### src/design/epm_pkg.sv
package epm_pkg;
  // printed offsets are register indices; byte address is four times the index
  localparam logic [15:0] EPM_IDX_CLEAR = 16'hf421;
  localparam logic [15:0] EPM_IDX_PARITY_MASK = 16'hf422;
  localparam logic [15:0] EPM_IDX_SOFTWARE_MASK = 16'hf423;
  localparam logic [15:0] EPM_IDX_WATCHDOG_MASK = 16'hf424;
  localparam logic [15:0] EPM_IDX_STACK_MASK = 16'hf425;
  localparam logic [15:0] EPM_IDX_LOOP_MASK = 16'hf426;
  localparam logic [15:0] EPM_IDX_MASTER_FLAG = 16'hf427;
  localparam logic [15:0] EPM_IDX_FIRST_SOURCE = 16'hf428;
  localparam logic [15:0] EPM_IDX_IRQ_STATUS = 16'hf430;
  localparam logic [15:0] EPM_IDX_IRQ_MASK = 16'hf431;

  localparam logic [15:0] EPM_RST_CLEAR = 16'h0000;
  localparam logic [15:0] EPM_RST_PARITY_MASK = 16'h0003;
  localparam logic [15:0] EPM_RST_SRC_MASK = 16'h0000;
  localparam logic [15:0] EPM_RST_FIRST_SOURCE = 16'h0000;
  localparam logic [1:0] EPM_RST_IRQ = 2'h0;

  // first-error code bit positions
  localparam int EPM_BIT_SOFT = 15;
  localparam int EPM_BIT_LOOP = 14;
  localparam int EPM_BIT_STACK = 13;
  localparam int EPM_BIT_WDOG = 12;
  localparam int EPM_PARITY_W = 12;

  // interrupt status bits
  localparam int EPM_IRQ_FIRST = 0;
  localparam int EPM_IRQ_LATER = 1;

  localparam logic [1:0] EPM_RESP_OKAY = 2'h0;
  localparam logic [1:0] EPM_RESP_SLVERR = 2'h2;
endpackage : epm_pkg

### src/design/epm_error_panic_manager.sv
// Behaviour
// - software panic reported unless its mask bit set
// - watchdog expiry reported unless its mask bit set
// - stack overrun reported unless its mask bit set
// - loop overrun reported unless its mask bit set
// - any unmasked error sets master flag
// - master flag sticky until clear event
// - clear bit rising edge resets flag, code unless an unmasked error is present in that cycle
// - code register holds only the error sources present in the first error cycle
// - capture resumes only after clear resets code
// - code bit 15 marks software panic
// - code bit 14 marks loop overrun
// - code bit 13 marks stack overrun
// - code bit 12 marks watchdog expiry
// - code bit 11 marks data memory 1 bank 3
// - code bits 10..0 map remaining parity sources
// - parity mask gates each memory; rate converters masked
//
// Decided for this implementation: the AXI4-Lite interface to the registers.
`timescale 1ns/100ps
`default_nettype none
module epm_error_panic_manager
  import epm_pkg::*;
#(
  parameter int ADDR_W = 32
) (
  input wire logic i_mclk,
  input wire logic i_rst_b,
  input wire logic i_err_soft,
  input wire logic i_err_loop,
  input wire logic i_err_stack,
  input wire logic i_err_wdog,
  input wire logic [EPM_PARITY_W-1:0] i_err_parity,
  output logic o_master_flag,
  output logic o_irq,
  input wire logic [ADDR_W-1:0] i_awaddr,
  input wire logic i_awvalid,
  output logic o_awready,
  input wire logic [31:0] i_wdata,
  input wire logic [3:0] i_wstrb,
  input wire logic i_wvalid,
  output logic o_wready,
  output logic [1:0] o_bresp,
  output logic o_bvalid,
  input wire logic i_bready,
  input wire logic [ADDR_W-1:0] i_araddr,
  input wire logic i_arvalid,
  output logic o_arready,
  output logic [31:0] o_rdata,
  output logic [1:0] o_rresp,
  output logic o_rvalid,
  input wire logic i_rready
);

  logic [15:0] clear_q;
  logic clear_prev_q;
  logic [15:0] parity_mask_q;
  logic [15:0] sw_mask_q;
  logic [15:0] wd_mask_q;
  logic [15:0] stack_mask_q;
  logic [15:0] loop_mask_q;
  logic flag_q;
  logic [15:0] code_q;
  logic [1:0] irq_status_q;
  logic [1:0] irq_mask_q;

  logic aw_held_q;
  logic w_held_q;
  logic [ADDR_W-1:0] awaddr_q;
  logic [31:0] wdata_q;
  logic [3:0] wstrb_q;
  logic bvalid_q;
  logic [1:0] bresp_q;
  logic rvalid_q;
  logic [31:0] rdata_q;
  logic [1:0] rresp_q;

  logic wr_fire;
  logic [15:0] wr_idx;
  logic wr_ok;
  logic [15:0] rd_idx;
  logic rd_ok;
  logic [15:0] rd_val;
  logic clear_edge;
  logic [15:0] err_vec;
  logic any_err;
  logic [1:0] irq_ev;
  logic [1:0] irq_clr;

  function automatic logic [15:0] merge16(input logic [15:0] old, input logic [31:0] d,
                                          input logic [3:0] s);
    logic [15:0] r;
    r = old;
    if (s[0]) begin
      r[7:0] = d[7:0];
    end
    if (s[1]) begin
      r[15:8] = d[15:8];
    end
    return r;
  endfunction : merge16

  function automatic logic map_ok(input logic [ADDR_W-1:0] a);
    logic [15:0] ix;
    logic hi_ok;
    ix = a[17:2];
    hi_ok = (a >> 18) == '0;
    return hi_ok && (((ix >= EPM_IDX_CLEAR) && (ix <= EPM_IDX_FIRST_SOURCE)) ||
                     (ix == EPM_IDX_IRQ_STATUS) || (ix == EPM_IDX_IRQ_MASK));
  endfunction : map_ok

  // error gating; bit 0 of each source mask is the only live bit
  always_comb begin
    err_vec = '0;
    err_vec[EPM_BIT_SOFT] = i_err_soft & ~sw_mask_q[0];
    err_vec[EPM_BIT_WDOG] = i_err_wdog & ~wd_mask_q[0];
    err_vec[EPM_BIT_STACK] = i_err_stack & ~stack_mask_q[0];
    err_vec[EPM_BIT_LOOP] = i_err_loop & ~loop_mask_q[0];
    err_vec[EPM_PARITY_W-1:0] = i_err_parity;
    err_vec[EPM_PARITY_W-1:0] &= ~parity_mask_q[EPM_PARITY_W-1:0];
  end

  assign any_err = |err_vec;
  assign clear_edge = clear_q[0] & ~clear_prev_q;

  // register bus: write path
  assign o_awready = ~aw_held_q & ~bvalid_q;
  assign o_wready = ~w_held_q & ~bvalid_q;
  assign wr_fire = aw_held_q & w_held_q & ~bvalid_q;
  assign wr_idx = awaddr_q[17:2];
  assign wr_ok = map_ok(awaddr_q);

  always_ff @(posedge i_mclk or negedge i_rst_b) begin
    if (!i_rst_b) begin
      aw_held_q <= 1'b0;
      awaddr_q <= '0;
    end else if (i_awvalid && o_awready) begin
      aw_held_q <= 1'b1;
      awaddr_q <= i_awaddr;
    end else if (wr_fire) begin
      aw_held_q <= 1'b0;
    end
  end

  always_ff @(posedge i_mclk or negedge i_rst_b) begin
    if (!i_rst_b) begin
      w_held_q <= 1'b0;
      wdata_q <= '0;
      wstrb_q <= '0;
    end else if (i_wvalid && o_wready) begin
      w_held_q <= 1'b1;
      wdata_q <= i_wdata;
      wstrb_q <= i_wstrb;
    end else if (wr_fire) begin
      w_held_q <= 1'b0;
    end
  end

  always_ff @(posedge i_mclk or negedge i_rst_b) begin
    if (!i_rst_b) begin
      bvalid_q <= 1'b0;
      bresp_q <= EPM_RESP_OKAY;
    end else if (wr_fire) begin
      bvalid_q <= 1'b1;
      bresp_q <= wr_ok ? EPM_RESP_OKAY : EPM_RESP_SLVERR;
    end else if (i_bready) begin
      bvalid_q <= 1'b0;
    end
  end

  assign o_bvalid = bvalid_q;
  assign o_bresp = bresp_q;

  // software-written registers; reserved bits outside the interrupt mask are kept but drive nothing
  always_ff @(posedge i_mclk or negedge i_rst_b) begin
    if (!i_rst_b) begin
      clear_q <= EPM_RST_CLEAR;
      parity_mask_q <= EPM_RST_PARITY_MASK;
      sw_mask_q <= EPM_RST_SRC_MASK;
      wd_mask_q <= EPM_RST_SRC_MASK;
      stack_mask_q <= EPM_RST_SRC_MASK;
      loop_mask_q <= EPM_RST_SRC_MASK;
      irq_mask_q <= EPM_RST_IRQ;
    end else if (wr_fire && wr_ok) begin
      // flag and code indices fall through: read-only
      case (wr_idx)
        EPM_IDX_CLEAR: clear_q <= merge16(clear_q, wdata_q, wstrb_q);
        EPM_IDX_PARITY_MASK: parity_mask_q <= merge16(parity_mask_q, wdata_q, wstrb_q);
        EPM_IDX_SOFTWARE_MASK: sw_mask_q <= merge16(sw_mask_q, wdata_q, wstrb_q);
        EPM_IDX_WATCHDOG_MASK: wd_mask_q <= merge16(wd_mask_q, wdata_q, wstrb_q);
        EPM_IDX_STACK_MASK: stack_mask_q <= merge16(stack_mask_q, wdata_q, wstrb_q);
        EPM_IDX_LOOP_MASK: loop_mask_q <= merge16(loop_mask_q, wdata_q, wstrb_q);
        EPM_IDX_IRQ_MASK: begin
          if (wstrb_q[0]) begin
            irq_mask_q <= wdata_q[1:0];
          end
        end
        default: begin
        end
      endcase
    end
  end

  always_ff @(posedge i_mclk or negedge i_rst_b) begin
    if (!i_rst_b) begin
      clear_prev_q <= 1'b0;
    end else begin
      clear_prev_q <= clear_q[0];
    end
  end

  // panic core: a fresh error in the clear cycle wins and is captured
  always_ff @(posedge i_mclk or negedge i_rst_b) begin
    if (!i_rst_b) begin
      flag_q <= 1'b0;
      code_q <= EPM_RST_FIRST_SOURCE;
    end else if (clear_edge) begin
      flag_q <= any_err;
      code_q <= err_vec;
    end else if (!flag_q && any_err) begin
      flag_q <= 1'b1;
      code_q <= err_vec;
    end
  end

  assign o_master_flag = flag_q;

  // interrupt status: bit 0 on first error, bit 1 on later error while flag held; write one to clear
  always_comb begin
    irq_ev = '0;
    irq_clr = '0;
    irq_ev[EPM_IRQ_FIRST] = any_err & (~flag_q | clear_edge);
    irq_ev[EPM_IRQ_LATER] = any_err & flag_q & ~clear_edge;
    if (wr_fire && wr_ok && wr_idx == EPM_IDX_IRQ_STATUS && wstrb_q[0]) begin
      irq_clr = wdata_q[1:0];
    end
  end

  // an event in the clearing cycle wins, so no error is lost to a racing clear
  always_ff @(posedge i_mclk or negedge i_rst_b) begin
    if (!i_rst_b) begin
      irq_status_q <= EPM_RST_IRQ;
    end else begin
      irq_status_q <= (irq_status_q & ~irq_clr) | irq_ev;
    end
  end

  always_ff @(posedge i_mclk or negedge i_rst_b) begin
    if (!i_rst_b) begin
      o_irq <= 1'b0;
    end else begin
      o_irq <= |(irq_status_q & ~irq_mask_q);
    end
  end

  // register bus: read path
  assign o_arready = ~rvalid_q;
  assign rd_idx = i_araddr[17:2];
  assign rd_ok = map_ok(i_araddr);

  always_comb begin
    case (rd_idx)
      EPM_IDX_CLEAR: rd_val = clear_q;
      EPM_IDX_PARITY_MASK: rd_val = parity_mask_q;
      EPM_IDX_SOFTWARE_MASK: rd_val = sw_mask_q;
      EPM_IDX_WATCHDOG_MASK: rd_val = wd_mask_q;
      EPM_IDX_STACK_MASK: rd_val = stack_mask_q;
      EPM_IDX_LOOP_MASK: rd_val = loop_mask_q;
      EPM_IDX_MASTER_FLAG: rd_val = {15'h0000, flag_q};
      EPM_IDX_FIRST_SOURCE: rd_val = code_q;
      EPM_IDX_IRQ_STATUS: rd_val = {14'h0000, irq_status_q};
      EPM_IDX_IRQ_MASK: rd_val = {14'h0000, irq_mask_q};
      default: rd_val = 16'h0000;
    endcase
  end

  always_ff @(posedge i_mclk or negedge i_rst_b) begin
    if (!i_rst_b) begin
      rvalid_q <= 1'b0;
      rdata_q <= '0;
      rresp_q <= EPM_RESP_OKAY;
    end else if (i_arvalid && o_arready) begin
      rvalid_q <= 1'b1;
      rdata_q <= rd_ok ? {16'h0000, rd_val} : 32'h00000000;
      rresp_q <= rd_ok ? EPM_RESP_OKAY : EPM_RESP_SLVERR;
    end else if (i_rready) begin
      rvalid_q <= 1'b0;
    end
  end

  assign o_rvalid = rvalid_q;
  assign o_rdata = rdata_q;
  assign o_rresp = rresp_q;
endmodule : epm_error_panic_manager
`default_nettype wire

### config.mk
export PLATFORM = sky130hd
export DESIGN_NAME = epm_error_panic_manager
export DESIGN_NICKNAME = d
export VERILOG_FILES = /design/src/design/epm_pkg.sv /design/src/design/epm_error_panic_manager.sv
export SDC_FILE = /design/constraint.sdc
export NUM_CORES = 1
export LEC_CHECK = 0
export ABC_AREA = 0
export BUFFER_PORTS_ARGS = -buffer_cell sky130_fd_sc_hd__buf_2
export CAP_MARGIN = 25
export CORE_ASPECT_RATIO = 1.25
export CORE_MARGIN = 2
export CORE_UTILIZATION = 25
export DETAILED_ROUTE_END_ITERATION = 8
export HOLD_SLACK_MARGIN = 0.05
export PLACE_DENSITY = 0.46
export SYNTH_ARGS = -nofsm -noshare
export SYNTH_HDL_FRONTEND = slang
export SYNTH_SLANG_ARGS = --single-unit
### constraint.sdc
create_clock -name i_mclk -period 5.2 [get_ports i_mclk]
set_input_delay 1.04 -clock i_mclk [delete_from_list [all_inputs] [get_ports i_mclk]]
set_output_delay 1.04 -clock i_mclk [all_outputs]
set_load 0.03 [all_outputs]
==> results.cfg, run 1 <==
[grt]
grt_max_degree = 104
globalRouteMet1Util_pct = 18.5
grt_busiest_layer = met2
grt_usage_pct = 14.0
met2_usage_pct = 22.9
use_met3_pct = 3.19
grt_overflow = 0
antenna_found_initial = 1
grt_pass1_vias = 6477
grt_pass1_wl_mm = 39.8

[clock_tree]
cts_sinks = 189
htree_num_levels = 4
cts_buffer_depth = 2
cts_inserted_buffers = 17
insertion_delay_ns = 0.45
cts_root_buf = clkbuf_16
cts_hold_buf = 0
cts_resized = 0
cts_tree = yes
path_clk_slew_ns = 0.07
postCtsSetupBuffers = 0

[sta]
skew_ns = 0.0106
setup_tns_ns = 0
whs_ns = 0.450
fmax_mhz = 308
hold_violations = 0
min_period_ns = 3.24
slew_violations = 0
grt_setup_unrepaired = false
relSlewSlack_pct = 38.4
tightest_slew_ns = 0.919
final-setup-viol-count = 0
finalCritPeriodShare_pct = 62.4

[logic_synthesis]
synth_ff_type = dfrtp_1
avgSynthCellArea_um2 = 12.4
synth_top_cell_area_share_pct = 51.8
syn_area_mm2 = 0.00903
yosysTopAreaCell = dfrtp_1
yosys_register_bits = 189
ys_seq_area_share_pct = 52.4
netlist_top_cells_count = dfrtp_1, mux2_2, mux2i_1
ys_types = 63
synth_area_leaders = dfrtp_1, mux2_2, mux2i_1
yosysWarningCount = 0
synthArstFlopShare_pct = 100
netlist_instances = 727
synth_edf_count = 0
synth_most_common_cell = dfrtp_1

[placed_design]
dp_cells = 1309
io_buffer_count = 125
dp_hpwl_mm = 17.9
place.gp.congestion = 0.769

[drt]
avgViaCountPerCell = 4.72
routed_wl_mm = 25.5
first_iter_violations = 260
vias = 6334
wl_per_cell_um = 19.0
drc = 0
ant_nets = 0
dr.pass1.iters = 4

[setup_path]
critPathMaxFanout = 20
critPathLaunchType = input pin
worstSetupPathType = input pin to flip-flop
critPathArrivalTime_ns = 3.56
end_kind = flip-flop
required_ns = 5.52

[power_and_ir_drop]
vdd.ir_drop.worst_uv = 193
pwr_density_cell_mw_per_mm2 = 369
total_power_mw = 3.99
leakage_nw = 4.95

[die]
die_x_um = 174
dieArea_mm2 = 0.0377
start_util_pct = 25.5
floorplan.io_pins = 166
rows = 77
fp.coreArea_mm2 = 0.0355
chipHeight_um = 216

[job]
timing.max_cap.violations = 0

[final_layout]
register_area_mm2 = 0.00473
multiInputGateArea_mm2 = 0.00402
post-route-util_pct = 30.5
drive_gt1_share_pct = 37.6
antenna_cells = 0
nNetsFinal = 978
syn2layout_area_growth_pct = 19.7
instances_no_fill = 1342
fillCellCount = 3730

[run_status]
status = completed

[min_path]
hold_class = flip-flop to flip-flop
[path summary, 6_finish.rpt]
kind,slack (ns),endpoint,startpoint,cells past startpoint
max reg2reg,2.15,clear_q[9],awaddr_q[29],5
max,1.96,o_rresp[1],i_araddr[3],7
min,0.45,clear_prev_q,clear_q[0],0
min in group asynchronous,0.68,aw_held_q,i_rst_b,1
min reg2reg,0.45,clear_prev_q,clear_q[0],0
max in group asynchronous,3.45,parity_mask_q[4],i_rst_b,2
[worst max-delay path, stage by stage]
cell and delay (ns):
buf_2 0.27, or4b_1 0.76, o22ai_2 0.25, a22oi_1 0.08, or4_1 0.75, buf_8 0.26, a21boi_0 0.12
[logic make-up (layout without fill, tap and decap cells)]
kind of cell,count (synthesis),count (layout),share of synthesized area [%]
simple gates,190,190,12.7
flops,189,189,52.4
mux,185,185,22.5
compound gates,91,91,8.40
buf+inv,71,195,3.91
other cells,1,18,0.0415
[cell type report]
type | instances | area share (%)
sequential | 189 | 43.8
timing repair buffer | 138 | 7.14
tap | 474 | 5.49
clock inverter | 10 | 1.28
clock buffer | 22 | 4.29
multi-input combinational | 484 | 37.1
inverter | 25 | 0.868
[stage by stage]
| step | instance area (µm²) | setup slack (ns) |
|---|---|---|
| 6_report | 10800 | 1.96 |
| 5_1_grt | 10800 | 1.83 |
| 4_1_cts | 10800 | 1.76 |
| 3_5_place_dp | 10200 | 1.30 |
| 3_3_place_gp | 10200 | 1.30 |
| 2_1_floorplan | 9090 | 2.15 |
[per-layer routing]
| metal | up-vias | part of all wire (%) |
|---|---|---|
| met5 | - | 0.051 |
| met4 | 2 | 1.3 |
| met3 | 20 | 4.7 |
| met2 | 185 | 48 |
| met1 | 3202 | 46 |
| li1 | 2925 | - |
[layout by cell type, fill, tap and decap left out, types with 11 or more instances in the layout]
cell type | synthesis | final
nand2b_1 | 21 | 21
mux2i_1 | 39 | 39
mux2_1 | 12 | 12
mux2_2 | 134 | 134
nand3_1 | 22 | 22
nor3_1 | 26 | 25
nand2_1 | 34 | 34
conb_1 | 1 | 18
nor2_1 | 16 | 16
nand4_1 | 11 | 11
inv_1 | 25 | 25
dfrtp_1 | 187 | 187
buf_2 | 3 | 124
clkbuf_16 | 0 | 17
[report_power, final]
group	leakage (nW)	switching (mW)	internal, mW	total (mW)
Clock	0.283	0.583	0.782	1.37
Sequential	2.45	0.306	1.68	1.99
Combinational	2.21	0.325	0.315	0.640
Total	4.95	1.21	2.78	3.99
[registers in the layout, indices dropped and copies added (netlist names), 2 cells and up]
signal,flops
wdata_q,16
code_q,16
irq_mask_q,2
clear_q,16
wstrb_q,2
wd_mask_q,16
stack_mask_q,16
o_rdata,16
parity_mask_q,16
awaddr_q,30
sw_mask_q,16
loop_mask_q,16
irq_status_q,2
No activity file was read; power rests on OpenSTA's default activity.
==> run 2, diff against run 1 <==
PLACE_DENSITY = 0.48   (was 0.46)
clock period = 2.7 ns   (was 5.2 ns; I/O delays follow)
==> run 2 against run 1 <==
Register-to-register slack worse by 2.0 ns. Worst hold slack worse by 0.40 ns. Critical path depth down 1. Clock skew grew 0.0017 ns. First-iteration DRC count increased by 29%. Via count is 1.6% higher. Sequential power is 90% higher. Critical path type is now flip-flop to flip-flop. Largest cell class unchanged. Largest power group unchanged.
==> results.cfg, run 2 (synthesized netlist as in run 1, its figures left out) <==
[setup_path]
r2r_cells = 6
max_stage_delay_ns = 0.58
critPathMaxFanout = 8
worstSetupPathType = flip-flop to flip-flop
crit_slowest_cell = or4b_4
end_kind = flip-flop
r2r_slack_ns = 0.18
critPathArrivalTime_ns = 2.85
reg2reg_to = sw_mask_q[14]
path_delay_family = simple AND/OR/NAND/NOR gates
required_ns = 3.03
cp_cell_sequence = or4b_4, a31oi_2, o211ai_2, or4_1, buf_4, mux2_1
path_buf_inv = 1
critical_path.reg2reg.startpoint = awaddr_q[8]
critPathLaunchType = flip-flop

[run_status]
status = completed

[grt]
grt_max_degree = 56
grt_overflow = 0
grt_usage_pct = 14.1
antenna_found_initial = 5
globalRouteMet1Util_pct = 18.4
grt_busiest_layer = met2
use_met3_pct = 4.05
grt_pass1_wl_mm = 40.1
met2_usage_pct = 22.8
grt_pass1_vias = 6514

[power_and_ir_drop]
leakage_nw = 5.14
pwr_density_cell_mw_per_mm2 = 692
vdd.ir_drop.worst_uv = 332

[placed_design]
place.gp.congestion = 0.780
dp_hpwl_mm = 18.5
preCtsSetupSlack_ns = 0.117
io_buffer_count = 125

[sta]
finalWorstSetupSlack_ns = 0.176
skew_ns = 0.0123
finalCritPeriodShare_pct = 93.5
slew_violations = 0
fmax_mhz = 396
setup_tns_ns = 0
hold_violations = 0
grt_setup_unrepaired = false
relSlewSlack_pct = 54.3
min_period_ns = 2.52
final-setup-viol-count = 0
tightest_slew_ns = 0.684

[final_layout]
nNetsFinal = 1013
drive_gt1_share_pct = 40.1
final_common_cell = dfrtp_1
largest_reg_flops = 30
syn2layout_area_growth_pct = 23.3
most-common-layout-cells = dfrtp_1, mux2_2, buf_2
regMostFlops = awaddr_q
post-route-util_pct = 31.4

[drt]
ant_nets = 0
routed_wl_mm = 25.5
drc = 0
dr.pass1.iters = 4
avgViaCountPerCell = 4.67
first_iter_violations = 336
vias = 6434
wl_per_cell_um = 18.5

[die]
floorplan.io_pins = 166
fp.coreArea_mm2 = 0.0355
dieArea_mm2 = 0.0377
chipHeight_um = 216
rows = 77
start_util_pct = 25.5
die_x_um = 174

[clock_tree]
insertion_delay_ns = 0.46
cts_resized = 0
cts_inserted_buffers = 17
cts_root_buf = clkbuf_16
htree_num_levels = 4
cts_sinks = 189
cts_buffer_depth = 2
path_clk_slew_ns = 0.07
cts_tree = yes
postCtsSetupBuffers = 0
cts_hold_buf = 0

[job]
timing.max_cap.violations = 0

[min_path]
hold_class = input pin to async pin
run 2: cell type report:
type | count | area, µm²
antenna | 2 | 5.00
clock buffer | 19 | 443
clock inverter | 13 | 156
fill | 3693 | 24300
inverter | 25 | 93.8
multi-input combinational | 484 | 4010
sequential | 189 | 4730
tap | 474 | 593
timing repair buffer | 173 | 1090
run 2: worst max path at each step:
stage	startpoint	to	slack (ns)	depth (start not counted)
5_1_grt	awaddr_q[19]	clear_q[10]	0.04	7
4_1_cts	awaddr_q[8]	sw_mask_q[14]	0.18	6
3_5_place_dp	i_araddr[2]	o_rresp[1]	0.12	7
3_3_place_gp	i_araddr[2]	o_rresp[1]	0.13	7
6_report	awaddr_q[8]	sw_mask_q[14]	0.18	6
2_1_floorplan	i_araddr[2]	o_rdata[0]	0.15	9
run 2: power by group:
group | internal [mW] | leakage, nW | switching (mW)
clock network | 1.41 | 0.281 | 1.21
logic | 0.649 | 2.40 | 0.647
registers | 3.24 | 2.45 | 0.545
run 2: metal layers:
metal | wire, µm | up-vias
li1 | - | 2997
met1 | 11500 | 3218
met2 | 12200 | 193
met3 | 1500 | 20
met4 | 262 | 6
met5 | 42 | -
run 2: through the flow:
step	area [µm²]	std cells	hold WS [ns]	total power, mW
final	11100	1379	0.0476	7.70
after CTS	11100	1377	0.0530	7.83
after global placement	10500	1345	0.410	5.14
after global routing	11100	1378	0.0665	8.12
after detailed placement	10500	1345	0.421	5.18
after floorplan	9090	744	0.244	4.52
==> run 3, diff against run 2 <==
CORE_UTILIZATION = 51   (was 25)
PLACE_DENSITY = 0.81   (was 0.48)
==> run 3 against run 2 <==
First-iteration DRC count grew 42%. Register-to-register slack lost 0.04 ns. Critical path depth is the same. Worst hold slack gained 0.080 ns. Die area shrank 50%. Cell area shrank 3.7%. Sequential share of layout area grew 1.6 points. Sequential cell count is the same. Fmax shrank 1.5%. Worst setup slack lost 0.037 ns. Critical endpoint is now sw_mask_q[11].
==> results.cfg, run 3 (synthesized netlist as in run 1, its figures left out) <==
[run_status]
status = completed

[die]
rows = 54
die_x_um = 123
dieArea_mm2 = 0.0188
fp.coreArea_mm2 = 0.0174
start_util_pct = 51.8
floorplan.io_pins = 166
chipHeight_um = 153

[setup_path]
max_stage_delay_ns = 0.59
cp_cell_sequence = or4b_4, a31oi_2, o211ai_2, or4_1, buf_4, mux2_1
end_kind = flip-flop
worstSetupPathType = flip-flop to flip-flop
crit_start = awaddr_q[8]
critical_path.reg2reg.startpoint = awaddr_q[8]
critPathLaunchType = flip-flop
critPathMaxFanout = 8
required_ns = 3.02
critPathArrivalTime_ns = 2.88
crit_slowest_cell = or4b_4

[power_and_ir_drop]
pwr_density_cell_mw_per_mm2 = 707
vdd.ir_drop.worst_uv = 614
leakage_nw = 5.11

[grt]
grt_usage_pct = 25.1
grt_pass1_wl_mm = 36.0
grt_pass1_vias = 6877
antenna_found_initial = 1
grt_overflow = 0
grt_max_degree = 75

[clock_tree]
cts_resized = 0
cts_hold_buf = 0
htree_num_levels = 4
cts_sinks = 189
path_clk_slew_ns = 0.07
cts_root_buf = clkbuf_16
cts_buffer_depth = 2
insertion_delay_ns = 0.44
cts_tree = yes
postCtsSetupBuffers = 0
cts_inserted_buffers = 17

[final_layout]
instances_no_fill = 1121
fillCellCount = 1387
most-common-layout-cells = dfrtp_1, mux2_2, buf_2
multiInputGateArea_mm2 = 0.00402
final_common_cell = dfrtp_1
antenna_cells = 0
regMostFlops = awaddr_q
nNetsFinal = 1007
post-route-util_pct = 61.5
syn2layout_area_growth_pct = 18.7
drive_gt1_share_pct = 39.9
register_area_mm2 = 0.00473
largest_reg_flops = 30

[sta]
slew_violations = 0
min_period_ns = 2.56
finalCritPeriodShare_pct = 94.9
hold_violations = 0
fmax_mhz = 390
final-setup-viol-count = 0
skew_ns = 0.00998
relSlewSlack_pct = 50.2
tightest_slew_ns = 0.748
grt_setup_unrepaired = false
setup_tns_ns = 0

[drt]
vias = 6651
first_iter_violations = 478
drc = 0
avgViaCountPerCell = 5.93
ant_nets = 0
dr.pass1.iters = 5
wl_per_cell_um = 20.1
routed_wl_mm = 22.5

[placed_design]
dp_hpwl_mm = 15.9
io_buffer_count = 125
place.gp.congestion = 0.893
dp_cells = 1089

[job]
timing.max_cap.violations = 0

[min_path]
hold_class = input pin to async pin
[run 3: cell count changes in the layout (fill, tap and decap cells not counted), moves of 2 or more]
cell / change
diode_2: -2
clkinv_2: +2
buf_12: -5
clkinvlp_4: -3
[run 3: power breakdown]
part | switching, mW | internal (mW)
logic | 0.623 | 0.600
clock network | 1.13 | 1.44
registers | 0.546 | 3.24
total | 2.30 | 5.28
[run 3: final timing paths]
| check | slack, ns | endpoint | cells past startpoint |
|---|---|---|---|
| worst max-delay path | 0.14 | sw_mask_q[11] | 6 |
| worst min-delay path | 0.13 | awaddr_q[29] | 1 |
| worst max register to register | 0.14 | sw_mask_q[11] | 6 |
| worst min register to register | 0.45 | clear_prev_q | 0 |
| max in group asynchronous | 1.78 | parity_mask_q[1] | 2 |
| min in group i_mclk | 0.29 | o_rvalid | 2 |
[run 3: routing by layer]
metal  vias up  wire length (µm)  GRT usage (%)
li1       2974                 -              -
met1      3308              8790           31.6
met2       313             11200           41.0
met3        56              1820           6.18
met4         0               697           10.4
met5         -                 0              0
[run 3: per-stage QoR]
| stage | hold WS (ns) | setup WS [ns] | instance area, µm² | total power [mW] |
|---|---|---|---|---|
| floorplan | 0.244 | 0.152 | 9090 | 4.52 |
| global placement | 0.439 | 0.0835 | 10100 | 4.97 |
| detailed placement | 0.439 | 0.0942 | 10100 | 5.05 |
| CTS | 0.134 | 0.146 | 10700 | 7.61 |
| global route | 0.154 | 0.0278 | 10700 | 7.93 |
| finish | 0.127 | 0.139 | 10700 | 7.58 |
[run 3: cell type report]
cell class | instances | share of cell area [%]
clock buffers | 19 | 4.23
clock inverters | 13 | 1.45
inverters | 25 | 0.876
multi-input cells | 484 | 37.5
flip-flops and latches | 189 | 44.2
well taps | 224 | 2.61
repair buffers | 167 | 9.21
[run 3: worst max-delay path: cells and delay by family (launching register included)]
| kind | cells | cell delay (ns) |
|---|---|---|
| and+or+nand+nor | 2 | 1.12 |
| DFF | 1 | 0.42 |
| AOI/OAI and AO/OA | 2 | 0.37 |
| muxes | 1 | 0.33 |
| buffers and inverters | 1 | 0.21 |
